===== config.mk =====
export PLATFORM = sky130hd
export DESIGN_NAME = scmc_core
export DESIGN_NICKNAME = d
export VERILOG_FILES = /design/src/rtl/scmc_core.v /design/src/rtl/scmc_buf2.v
export VERILOG_INCLUDE_DIRS = /design/src /design/src/rtl
export SDC_FILE = /design/constraint.sdc
export NUM_CORES = 1
export LEC_CHECK = 0
export BUFFER_PORTS_ARGS = -buffer_cell sky130_fd_sc_hd__buf_2
export CAP_MARGIN = 20
export CORE_AREA = 8 8 94 96
export DETAILED_ROUTE_END_ITERATION = 10
export DIE_AREA = 0 0 102 104
export PLACE_DENSITY = 0.86
export SLEW_MARGIN = 10
export SYNTH_ARGS = -nofsm -noshare
export SYNTH_HDL_FRONTEND = slang
export SYNTH_HIERARCHICAL = 1
export SYNTH_SLANG_ARGS = --single-unit
export TNS_END_PERCENT = 100

===== constraint.sdc =====
create_clock -name core_clk -period 3 [get_ports core_clk]
set_input_delay 0.15 -clock core_clk [delete_from_list [all_inputs] [get_ports core_clk]]
set_output_delay 0.15 -clock core_clk [all_outputs]
set_load 0.005 [all_outputs]

===== src/rtl/scmc_regs.vh =====
// constants for the serial channel mode control block
// What this block does
// [RQ1] mode bit 7 enables the channel; at 0 nothing transfers
// [RQ2] clock select high bit 0 takes shift clock from external pin
// [RQ3] select 1,0 uses the 8-bit timer output and drives the clock pin
// [RQ4] select 1,1 uses the prescaler clock chosen by its low four bits
// [RQ5] mode bit 4 at 0 is three-wire; bit 2 picks MSB or LSB first
// [RQ6] mode bits 4,3 at 1,0 select the addressed bus mode
// [RQ7] wake bit 0 raises the interrupt after every transfer
// [RQ8] wake bit 1 in bus mode interrupts only on slave address match
// [RQ9] software keeps the wake bit 0 in three-wire mode
// [RQ10] mode bit 6 is read-only and updated by the device only
// [RQ11] in transmit-only use the serial input stays a general input
// [RQ12] reset clears the bus control register; bit and byte writes
// [RQ13] stopped channel: shift register is a plain register, pins general
`ifndef SCMC_REGS_VH
`define SCMC_REGS_VH

// ==========================================================
// register map
`define SCMC_ADDR_MODE 16'hFF60
`define SCMC_ADDR_BUSCTL 16'hFF61
`define SCMC_RESET_VAL 8'h00
`define SCMC_RD_NONE 8'h00

// ==========================================================
// mode register fields
`define SCMC_B_ENABLE 7
`define SCMC_B_MATCH 6
`define SCMC_B_WAKE 5
`define SCMC_B_MODE4 4
`define SCMC_B_MODE3 3
`define SCMC_B_ORDER 2
`define SCMC_B_CLKHI 1
`define SCMC_B_CLKLO 0
`define SCMC_RO_MASK 8'h40

// ==========================================================
// bus control register fields
`define SCMC_B_COMMAND_DETECTED_FLAG 3
`define SCMC_B_RELEASE_DETECTED_FLAG 2

// ==========================================================
// shifter
`define SCMC_BITS 4'h8
`define SCMC_CNT_ZERO 4'h0
`define SCMC_CNT_ONE 4'h1

`endif


===== src/rtl/scmc_core.v =====
// serial channel mode, clock source and wake-up control with shifter
`timescale 1ns/1ps
`include "scmc_regs.vh"
module scmc_core (
    input wire core_clk, // 50 MHz system clock
    input wire rst, // async reset, high
    // cpu register port
    input wire [15:0] cpu_addr, // register address
    input wire cpu_wr, // byte write strobe
    input wire cpu_bit_wr, // single-bit write strobe
    input wire [2:0] cpu_bit_sel, // bit index for bit write
    input wire cpu_bit_val, // value for bit write
    input wire [7:0] cpu_wdata, // byte write data
    output reg [7:0] cpu_rdata_r, // read data, one cycle late
    // transmit word
    input wire tx_valid, // word to load
    output wire tx_ready, // load accepted this cycle
    input wire [7:0] tx_data, // word to send
    // received word stream
    output wire rx_valid, // received word available
    input wire rx_ready, // consumer takes word
    output wire [7:0] rx_data, // received word
    output reg [7:0] shift_data_r, // shift register contents
    output wire busy, // transfer in progress
    output reg irq_r, // channel interrupt pulse
    // clock sources and slave address
    input wire eight_bit_timer_out, // timer output level
    input wire [15:0] prescaler_taps, // prescaler clock levels
    input wire [3:0] prescaler_clk_select, // prescaler tap choice
    input wire [7:0] slave_address_reg, // slave address value
    // pins
    input wire serial_clock_pin_i, // clock pin level
    output reg serial_clock_pin_o, // clock pin drive value
    output wire serial_clock_pin_oe, // clock pin driven
    input wire serial_in_pin, // serial data input
    output reg serial_out_pin_o, // serial data drive value
    output wire serial_out_pin_oe, // serial out driven
    input wire port_dir_in, // port direction of input pin
    output reg port_bit_in_r // input pin as port bit
);
    // ======================================================
    // registers
    reg [7:0] mode_r;
    reg [7:0] busctl_r;
    reg [7:0] mode_nxt;
    reg [7:0] busctl_nxt;
    wire sel_mode;
    wire sel_busctl;

    // ======================================================
    // decoded fields
    wire channel_enable_bit;
    wire address_match_flag;
    wire wake_on_address_bit;
    wire mode_sel_bit4;
    wire mode_sel_bit3;
    wire first_bit_order_sel;
    wire clk_src_sel_hi;
    wire clk_src_sel_lo;
    wire bus_mode;
    wire command_detected_flag;
    wire release_detected_flag;

    assign sel_mode = (cpu_addr == `SCMC_ADDR_MODE);
    assign sel_busctl = (cpu_addr == `SCMC_ADDR_BUSCTL);
    assign channel_enable_bit = mode_r[`SCMC_B_ENABLE];
    assign address_match_flag = mode_r[`SCMC_B_MATCH];
    assign wake_on_address_bit = mode_r[`SCMC_B_WAKE];
    assign mode_sel_bit4 = mode_r[`SCMC_B_MODE4];
    assign mode_sel_bit3 = mode_r[`SCMC_B_MODE3];
    assign first_bit_order_sel = mode_r[`SCMC_B_ORDER];
    assign clk_src_sel_hi = mode_r[`SCMC_B_CLKHI];
    assign clk_src_sel_lo = mode_r[`SCMC_B_CLKLO];
    // bits 4,3 at 1,0 pick the addressed bus mode
    assign bus_mode = mode_sel_bit4 & ~mode_sel_bit3; // see [RQ6]
    assign command_detected_flag = busctl_r[`SCMC_B_COMMAND_DETECTED_FLAG];
    assign release_detected_flag = busctl_r[`SCMC_B_RELEASE_DETECTED_FLAG];

    // ======================================================
    // shifter state
    localparam ST_IDLE = 2'h0;
    localparam ST_SHIFT = 2'h1;
    localparam ST_PUSH = 2'h2;

    reg [1:0] state_r;
    reg [7:0] shift_r;
    reg [3:0] cnt_r;
    reg src_prev_r;
    reg match_set;
    reg src_level;
    wire src_rise;
    wire src_fall;
    wire internal_clk;
    wire sck_rise;
    wire sck_fall;
    reg next_bit;
    reg [7:0] shifted;
    wire buf_in_ready;
    wire load;
    wire done;
    wire last_bit;
    wire first_tx_bit;

    // ======================================================
    // clock source selection
    // external pin when high select is 0, low select is ignored
    assign internal_clk = clk_src_sel_hi; // see [RQ2]
    always @* begin
        if (~clk_src_sel_hi) begin
            src_level = serial_clock_pin_i; // see [RQ2]
        end else if (~clk_src_sel_lo) begin
            src_level = eight_bit_timer_out; // see [RQ3]
        end else begin
            src_level = prescaler_taps[prescaler_clk_select]; // see [RQ4]
        end
    end
    // sources are taken as plain levels; they must be synchronous
    // the previous sample resets high like the idle pin: no false edge
    assign src_rise = src_level & ~src_prev_r;
    assign src_fall = ~src_level & src_prev_r;

    // internal clock: each source rise in ST_SHIFT toggles the driven pin, so the
    // shift clock runs at half the source rate
    assign sck_fall = internal_clk ? (src_rise & serial_clock_pin_o) :
        src_fall;
    assign sck_rise = internal_clk ? (src_rise & ~serial_clock_pin_o) :
        src_rise;

    // ======================================================
    // bit order and data movement
    // MSB first when order bit is 0, LSB first when it is 1
    always @* begin
        if (first_bit_order_sel) begin
            next_bit = shift_r[0]; // see [RQ5]
            shifted = {serial_in_pin, shift_r[7:1]};
        end else begin
            next_bit = shift_r[7]; // see [RQ5]
            shifted = {shift_r[6:0], serial_in_pin};
        end
    end

    // stopped channel takes loads at once as a plain register
    assign tx_ready = ~channel_enable_bit | (state_r == ST_IDLE); // see [RQ13]
    assign load = tx_valid & tx_ready;
    assign busy = (state_r != ST_IDLE);
    assign done = (state_r == ST_PUSH) & buf_in_ready;
    assign last_bit = (cnt_r == (`SCMC_BITS - `SCMC_CNT_ONE));
    assign first_tx_bit = first_bit_order_sel ? tx_data[0] : // see [RQ5]
        tx_data[7];

    // pins are handed to the port logic while stopped
    assign serial_clock_pin_oe = channel_enable_bit & // see [RQ13]
        internal_clk;
    assign serial_out_pin_oe = channel_enable_bit; // see [RQ13]

    // ======================================================
    // received word buffer
    // a full buffer holds the finished word and blocks the next load,
    // so a slow consumer costs throughput, never data
    scmc_buf2 u_rxbuf (
        .core_clk(core_clk),
        .rst(rst),
        .in_valid(state_r == ST_PUSH),
        .in_ready(buf_in_ready),
        .in_data(shift_r),
        .out_valid(rx_valid),
        .out_ready(rx_ready),
        .out_data(rx_data)
    );

    // ======================================================
    // register writes
    // a byte write wins over a bit write in the same cycle
    always @* begin
        mode_nxt = mode_r;
        busctl_nxt = busctl_r;
        if (cpu_wr & sel_mode) begin
            mode_nxt = cpu_wdata;
        end else if (cpu_bit_wr & sel_mode) begin
            mode_nxt[cpu_bit_sel] = cpu_bit_val;
        end
        if (cpu_wr & sel_busctl) begin
            busctl_nxt = cpu_wdata; // see [RQ12]
        end else if (cpu_bit_wr & sel_busctl) begin
            busctl_nxt[cpu_bit_sel] = cpu_bit_val; // see [RQ12]
        end
        // the match bit ignores software and follows the device only
        mode_nxt = (mode_nxt & ~`SCMC_RO_MASK) | // see [RQ10]
            (mode_r & `SCMC_RO_MASK);
        if (~channel_enable_bit)
            mode_nxt[`SCMC_B_MATCH] = 1'b0;
        else if (done)
            mode_nxt[`SCMC_B_MATCH] = match_set; // see [RQ10]
    end

    // address match needs command and release both seen in bus mode
    always @* begin
        match_set = bus_mode & command_detected_flag & // see [RQ8]
            release_detected_flag & (shift_r == slave_address_reg);
    end

    always @(posedge core_clk or posedge rst) begin
        if (rst) begin
            mode_r <= `SCMC_RESET_VAL;
            busctl_r <= `SCMC_RESET_VAL; // see [RQ12]
        end else begin
            mode_r <= mode_nxt;
            busctl_r <= busctl_nxt;
        end
    end

    // ======================================================
    // register reads
    // unmapped addresses read as zero, so stray reads are harmless
    always @(posedge core_clk or posedge rst) begin
        if (rst) begin
            cpu_rdata_r <= `SCMC_RD_NONE;
        end else if (sel_mode) begin
            cpu_rdata_r <= mode_r;
        end else if (sel_busctl) begin
            cpu_rdata_r <= busctl_r;
        end else begin
            cpu_rdata_r <= `SCMC_RD_NONE;
        end
    end

    // ======================================================
    // shift sequencer
    always @(posedge core_clk or posedge rst) begin
        if (rst) begin
            state_r <= ST_IDLE;
            shift_r <= 8'h00;
            cnt_r <= `SCMC_CNT_ZERO;
            src_prev_r <= 1'b1;
            serial_clock_pin_o <= 1'b1;
            serial_out_pin_o <= 1'b1;
            irq_r <= 1'b0;
        end else begin
            src_prev_r <= src_level;
            irq_r <= 1'b0;
            if (~channel_enable_bit) begin
                // no shifting at all while stopped
                // disabling aborts a transfer; the partial word is dropped
                state_r <= ST_IDLE; // see [RQ1]
                cnt_r <= `SCMC_CNT_ZERO;
                serial_clock_pin_o <= 1'b1;
                if (load)
                    shift_r <= tx_data; // see [RQ13]
            end else begin
                case (state_r)
                ST_IDLE: begin
                    serial_clock_pin_o <= 1'b1;
                    if (load) begin
                        shift_r <= tx_data;
                        // first bit goes out at load, ahead of the first fall
                        serial_out_pin_o <= first_tx_bit; // see [RQ5]
                        cnt_r <= `SCMC_CNT_ZERO;
                        state_r <= ST_SHIFT; // see [RQ1]
                    end
                end
                ST_SHIFT: begin
                    if (internal_clk & src_rise)
                        serial_clock_pin_o <= ~serial_clock_pin_o; // see [RQ3]
                    if (sck_fall & (cnt_r != `SCMC_CNT_ZERO))
                        serial_out_pin_o <= next_bit;
                    if (sck_rise) begin
                        shift_r <= shifted;
                        cnt_r <= cnt_r + `SCMC_CNT_ONE;
                        if (last_bit)
                            state_r <= ST_PUSH;
                    end
                end
                ST_PUSH: begin
                    // held here while the buffer is full; loads wait too
                    serial_clock_pin_o <= 1'b1;
                    if (buf_in_ready) begin
                        state_r <= ST_IDLE;
                        // wake bit 0 interrupts on every transfer;
                        // software keeps it 0 in three-wire mode
                        irq_r <= ~wake_on_address_bit | // see [RQ7] [RQ9]
                            match_set; // see [RQ8]
                    end
                end
                default: begin
                    state_r <= ST_IDLE;
                end
                endcase
            end
        end
    end

    // ======================================================
    // port view of the serial input pin
    // sampled while port_dir_in is set, held otherwise, so a transmit-only channel leaves it usable
    always @(posedge core_clk or posedge rst) begin
        if (rst) begin
            port_bit_in_r <= 1'b0;
            shift_data_r <= 8'h00;
        end else begin
            port_bit_in_r <= port_dir_in ? serial_in_pin : // see [RQ11]
                port_bit_in_r;
            shift_data_r <= shift_r;
        end
    end
endmodule // scmc_core


===== src/rtl/scmc_buf2.v =====
// two-entry buffer for received serial words
`timescale 1ns/1ps
module scmc_buf2 (
    input wire core_clk, // system clock
    input wire rst, // async reset, high
    input wire in_valid, // word offered
    output wire in_ready, // room for a word
    input wire [7:0] in_data, // word in
    output wire out_valid, // word available
    input wire out_ready, // consumer takes word
    output wire [7:0] out_data // oldest word
);
    reg [7:0] mem_r [0:1];
    reg wptr_r;
    reg rptr_r;
    reg [1:0] cnt_r;
    wire push;
    wire pop;

    assign in_ready = (cnt_r != 2'h2);
    assign out_valid = (cnt_r != 2'h0);
    assign out_data = mem_r[rptr_r];
    assign push = in_valid & in_ready;
    assign pop = out_valid & out_ready;

    always @(posedge core_clk or posedge rst) begin
        if (rst) begin
            wptr_r <= 1'b0;
            rptr_r <= 1'b0;
            cnt_r <= 2'h0;
            mem_r[0] <= 8'h00;
            mem_r[1] <= 8'h00;
        end else begin
            if (push) begin
                mem_r[wptr_r] <= in_data;
                wptr_r <= ~wptr_r;
            end
            if (pop)
                rptr_r <= ~rptr_r;
            if (push & ~pop)
                cnt_r <= cnt_r + 2'h1;
            else if (pop & ~push)
                cnt_r <= cnt_r - 2'h1;
        end
    end
endmodule // scmc_buf2


Yosys cells after proc, flatten, opt, wreduce, memory -nomap -nowiden
Index checks and enable logic that the tools add are counted.
Widths: inputs -> output; s select.
- register bits after elaboration: 71
- input port bits: 74
- output and inout bits: 33
- add/subtract/negate cells: 3
- $lt $le $gt $ge: 6
- equality and inequality tests: 16
- multiplexer cells: 52
- bitwise operators: 35
- reductions and logical operators: 15
- operators with widths (kind ; number):
    $mux 8 ; 14
    $eq 16x16->1 const B ; 2
    $and 1x1->1 ; 20
    $mux 1 ; 17
    $bwmux 16 ; 1
    $bwmux 8 ; 2
    $pmux 8 s2 ; 1
    $ne 3x3->1 const B ; 5
    $mux 2 ; 7
    $mux 4 ; 3
    $not 1->1 ; 10
    $reduce_bool 2->1 ; 5
    $demux 8 s1 ; 1
    $eq 8x8->1 ; 1
    $or 8x7->8 ; 1
    $pmux 4 s2 ; 1
    $reduce_and 4->1 ; 2
    $ne 2x2->1 const B ; 3
    $pmux 2 s3 ; 1
    $lt 4x5->1 const B ; 1
    $add 4x1->4 const B ; 1
    $bmux 1 s4 ; 1
    $eq 4x3->1 const B ; 1
    $ge 2x2->1 const B ; 2
    19 further kinds ; 24

Depth between registers and ports, before layout
- depth in word-level cells: 10
- mapped depth: 7
- gate-level depth less buffers: 7

Cells and area by module
Netlist, hierarchy kept.
- modules (own cells, without submodules) (module ; instances ; cells an instance ; area each (um^2)):
    scmc_core ; 1 ; 295 ; 2985.4
    scmc_buf2 ; 1 ; 60 ; 934.6

Worst setup path before layout
Ideal clock, no wire load.
- path type: reg2reg
- start point: reg src_prev_r
- end point: reg shift_r[0]
- data arrival time: 1.823 ns
- required time: 2.882 ns
- setup slack: 1.059 ns
- stages on the path, launching flop included: 6
- clock period less this slack: 1.941 ns
- cells stage by stage: dfstp_2 -> or3b_1 -> a21oi_1 -> nor3_1 -> a22oi_2 -> o2bb2a_4
- word-level cells in the longest chain between the ends: 6
- RTL lines (item ; line ; text):
    start: declaration ; scmc_core.v:88 ; reg src_prev_r;
    start signal: assignment ; scmc_core.v:239 ; src_prev_r <= src_level;
    $not 1->1 * ; scmc_core.v:119 ; assign src_rise = src_level & ~src_prev_r;
    $and 1x1->1 * ; scmc_core.v:119 ;
    $and 1x1->1 ; scmc_core.v:126 ; assign sck_rise = internal_clk ? (src_rise & ~serial_clock_pin_o) :
    $mux 1 * ; scmc_core.v:126 ;
    $ne 3x3->1 (no source line) * ; - ;
    $reduce_and 2->1 (no source line) * ; - ;
    end signal: assignment ; scmc_core.v:248 ; shift_r <= tx_data;
    end signal: assignment ; scmc_core.v:254 ; shift_r <= tx_data;
    end signal: assignment ; scmc_core.v:267 ; shift_r <= shifted;
    end: declaration ; scmc_core.v:86 ; reg [7:0] shift_r;
Mark *: on every way between the ends. The rest lies on a longest branch, timed or not.
A chain may end at the register's enable or synchronous reset.

Final worst setup path
- start point: reg mode_r[7]
- end point: reg shift_r[0]
- word-level cells in the longest chain between the ends: 6
- RTL lines (item ; line ; text):
    start: declaration ; scmc_core.v:43 ; reg [7:0] mode_r;
    start signal: assignment ; scmc_core.v:204 ; mode_r <= `SCMC_RESET_VAL;
    start signal: assignment ; scmc_core.v:207 ; mode_r <= mode_nxt;
    $not 1->1 ; - ;
    $or 1x1->1 ; scmc_core.v:143 ; assign tx_ready = ~channel_enable_bit | (state_r == ST_IDLE);
    $and 1x1->1 ; scmc_core.v:144 ; assign load = tx_valid & tx_ready;
    $mux 8 ; - ;
    $pmux 8 s2 ; - ;
    $mux 8 ; scmc_core.v:241 ; if (~channel_enable_bit) begin
Several ways; a longest one is shown, not always the timed one.

==> impl_summary.txt <==
----------------------------------------------------
[Timing]
  Least-Margin Pin Slew ... 0.985 ns
  Final hold violation count ... 0
  Worst setup margin ... 0.669 ns
  Max-slew violation count ... 0
  Max Freq ... 429 MHz
  Relative slew slack ... 33.8%
  Worst setup skew after layout ... 0.00846 ns
  Total Negative Setup Slacks ... 0 ns
  Clock period minus final worst setup slack ... 2.33 ns
  Unrepaired setup endpoints after global routing ... no
  Final setup violating endpoints ... 0
  Final critical-path share of the clock period ... 77.7%

[Critical path]
  Endpoint arrival time on the critical path ... 2.57 ns
  Kind of end point of the critical path ... register
  Kind of launch point of the worst setup path ... register
  Critical path peak fanout ... 13
  Slack of the worst reg-to-reg path ... 0.67 ns
  Type of the worst setup path ... reg2reg
  Required time of the critical path ... 3.24 ns

[Routing]
  Iteration-0 DRC Markers ... 196
  Drt first pass iters ... 5
  Total detailed-routing wirelength ... 9940 um
  Antenna-violating nets left ... 0
  Total number of vias ... 3235
  Post-DR vias/cell ... 5.71
  Average wire per standard cell ... 17.5 um
  Count of unresolved DRC violations after routing ... 0

[GRT]
  Pin count of the biggest net entering global routing ... 33
  Via count of the first global-routing pass ... 3332
  Wire length of the first global-routing pass ... 16100 um
  Overall Global Routing Usage ... 18.9%
  Remaining global-route overflow ... 0
  Number of antenna violations at the first check in global routing ... 0

[CTS]
  Num Clock Sinks ... 71
  TritonCTS clock tree ... built
  Number of setup buffers added after CTS ... 0
  Clock-pin slew reported for the worst setup and hold paths after clock tree synthesis ... 0.08 ns
  Number of buffers on the longest clock path ... 2
  Inserted Clock Buffers ... 9
  Post-cts gate resize count ... 0
  Root buffer cell ... sky130_fd_sc_hd__clkbuf_8
  Clock latency of the later-clocked register in the worst-skew pair ... 0.34 ns
  Deepest level of the CTS H-tree ... 3

[Floorplanning]
  Die footprint ... 10600 sq um
  Effective utilization at floorplan ... 52.6%
  Io pins ... 107
  Core Area ... 7450 sq um
  DIE WIDTH ... 102 um
  Row count ... 32
  Chip Height ... 104 um

[Cells and area]
  Synth-to-Final Area Change ... 20.2%
  Share of cells above drive strength 1 ... 38.5%
  Final #Nets ... 537
  N_diodes ... 0
  Final cell count without fillers ... 567

[Run]
  Max-cap violations ... 0

[Yosys]
  Count of unique library cells instantiated by Yosys ... 61
  Number of nets in the synthesized netlist ... 432
  Number of warnings issued by yosys ... 6
  Most frequently used cell type in the post-synthesis netlist ... sky130_fd_sc_hd__dfrtp_1
  Synth Cell Area ... 3920 sq um
  Leading cell types by total area after synthesis ... sky130_fd_sc_hd__dfrtp_1 (43%), sky130_fd_sc_hd__mux2_2 (8.3%), sky130_fd_sc_hd__mux2i_1 (4.9%)
  Top FF cell, synth ... sky130_fd_sc_hd__dfrtp_1
  Area share of the leading cell type in the synthesized netlist ... 43.4%
  Cell accounting for the most synthesized area ... sky130_fd_sc_hd__dfrtp_1
  Register area share after synthesis ... 45.4%
  Number of flops mapped to enable cells by yosys ... 0
  Post-Syn Instances ... 355
  Async SR Flop Fraction ... 100%
  Mean instance size in the synthesized netlist ... 11.0 sq um
  Number of synthesized register bits ... 71
  Cell types with the highest counts after synthesis ... sky130_fd_sc_hd__dfrtp_1 (68), sky130_fd_sc_hd__nor2_1 (32), sky130_fd_sc_hd__mux2_2 (29), sky130_fd_sc_hd__a21oi_1 (19), sky130_fd_sc_hd__mux2i_1 (19)

[Pwr]
  Total power per unit cell area ... 450 nW/um^2
  Pleak ... 2.25 nW
  VDD IR max ... 0.302 mV

[Hold path]
  Type of the most critical hold path ... in2reg

[Placement]
  Post-detail-place hpwl ... 7570 um
  Routability congestion estimate from global placement ... 0.877
  Dpl cells ... 550
  Worst slack after detailed placement ... 0.771 ns
  Number of I/O port buffers ... 106

[Outcome]
  Outcome ... finished clean

----------------------------------------------------
==> final timing paths <==
| check | depth (start not counted) | from | end |
|---|---|---|---|
| worst max-delay path | 4 | mode_r[7]$_DFFE_PP0P_ | shift_r[0]$_DFFE_PP0P_ |
| min in group asynchronous | 3 | rst | shift_r[0]$_DFFE_PP0P_ |
| worst min register to register | 1 | u_rxbuf/wptr_r$_DFFE_PP0P_ | u_rxbuf/wptr_r$_DFFE_PP0P_ |
| max in group asynchronous | 4 | rst | busctl_r[3]$_DFFE_PP0P_ |
| worst min-delay path | 2 | port_dir_in | port_bit_in_r$_DFFE_PP0P_ |
| worst max register to register | 4 | mode_r[7]$_DFFE_PP0P_ | shift_r[0]$_DFFE_PP0P_ |
==> where the power goes <==
part           internal [W]  switching [W]
clock              0.000407       0.000346
combinational      0.000161       0.000134
sequential          0.00100      0.0000710
total               0.00157       0.000550
==> state kept, by name (all words and copies together) (netlist names), 2 cells and up <==
register	count
shift_data_r	8
busctl_r	8
u_rxbuf/cnt_r	2
u_rxbuf/mem_r	16
shift_r	8
cpu_rdata_r	8
state_r	2
mode_r	8
cnt_r	4
==> timing repair <==
item | CTS | global route
hold endpoints to repair | 48 | 0
hold buffers | 1 | 0
endpoints found under the setup margin | 0 | 0
==> cell usage in the layout (no fill, tap or decap), types with 2 or more instances in the layout <==
cell type                   instances
sky130_fd_sc_hd__dfrtp_1           68
sky130_fd_sc_hd__dfstp_2            3
sky130_fd_sc_hd__o21ai_0            6
sky130_fd_sc_hd__mux2i_1           19
sky130_fd_sc_hd__and2_1             5
sky130_fd_sc_hd__mux2_2            29
sky130_fd_sc_hd__xnor2_1            4
sky130_fd_sc_hd__mux2_4             8
sky130_fd_sc_hd__nor4_1             6
sky130_fd_sc_hd__clkbuf_8          10
sky130_fd_sc_hd__o2bb2ai_1          2
sky130_fd_sc_hd__or3b_2             2
sky130_fd_sc_hd__nor2b_1            8
sky130_fd_sc_hd__inv_1             10
sky130_fd_sc_hd__nor2_1            32
sky130_fd_sc_hd__o22ai_1            8
sky130_fd_sc_hd__nand4b_1           3
sky130_fd_sc_hd__clkbuf_1           3
sky130_fd_sc_hd__a22o_1             2
sky130_fd_sc_hd__or2_2              2
sky130_fd_sc_hd__xor2_1             9
sky130_fd_sc_hd__mux4_1             3
sky130_fd_sc_hd__a2bb2oi_1          7
sky130_fd_sc_hd__ha_1               3
sky130_fd_sc_hd__nand2b_1           9
sky130_fd_sc_hd__o21bai_1           2
sky130_fd_sc_hd__nand4_1            8
sky130_fd_sc_hd__a31oi_1            3
sky130_fd_sc_hd__nor4_2             2
sky130_fd_sc_hd__o21ai_1            2
sky130_fd_sc_hd__a21oi_1           19
sky130_fd_sc_hd__nor3_1             6
sky130_fd_sc_hd__nand2_1           17
sky130_fd_sc_hd__nand3_1            5
sky130_fd_sc_hd__buf_2            106
sky130_fd_sc_hd__a211oi_1           2
sky130_fd_sc_hd__mux4_2             2
sky130_fd_sc_hd__nand3b_1           2
==> per-stage QoR <==
step / utilization [%] / hold WS [ns] / cell area, sq um / total power (W)
3_5_place_dp: 60.6 / 0.313 / 4510 / 0.00139
5_1_grt: 63.3 / 0.0510 / 4710 / 0.00221
6_report: 63.3 / 0.0678 / 4710 / 0.00212
2_1_floorplan: - / 0.114 / 3920 / 0.00126
3_3_place_gp: 60.6 / 0.296 / 4510 / 0.00137
4_1_cts: 63.3 / 0.0558 / 4710 / 0.00214
==> per-layer routing <==
metal / GRT usage [%] / part of all wire, %
met3: 6.16 / 9.4
met2: 30.1 / 47
met5: 0 / 0
met4: 5.14 / 1.1
met1: 23.8 / 42
==> logic make-up after synthesis <==
group           Yosys count  synth area share (%)
xor+xnor                 13                  2.90
flops                    71                  45.4
buf+inv                  25                  2.94
fa+ha+maj                 3                 0.958
mux                      61                  19.4
compound gates           64                  11.4
simple gates            118                  16.9
==> cell type report <==
| class | instances | area [sq um] |
|---|---|---|
| clock inverters | 3 | 42.5 |
| clock buffers | 13 | 149 |
| multi-input cells | 259 | 2020 |
| fillers | 621 | 2730 |
| repair buffers | 108 | 548 |
| well taps | 102 | 128 |
| flip-flops and latches | 71 | 1780 |
| inverters | 11 | 41.3 |
==> worst max-delay path, stage by stage, from the launching register on <==
cell and delay (ns):
sky130_fd_sc_hd__dfrtp_1 0.58, sky130_fd_sc_hd__inv_1 0.17, sky130_fd_sc_hd__nor3_1 0.83, sky130_fd_sc_hd__a22oi_2 0.34, sky130_fd_sc_hd__o2bb2a_4 0.30
Power figures use the tool's default switching activity.
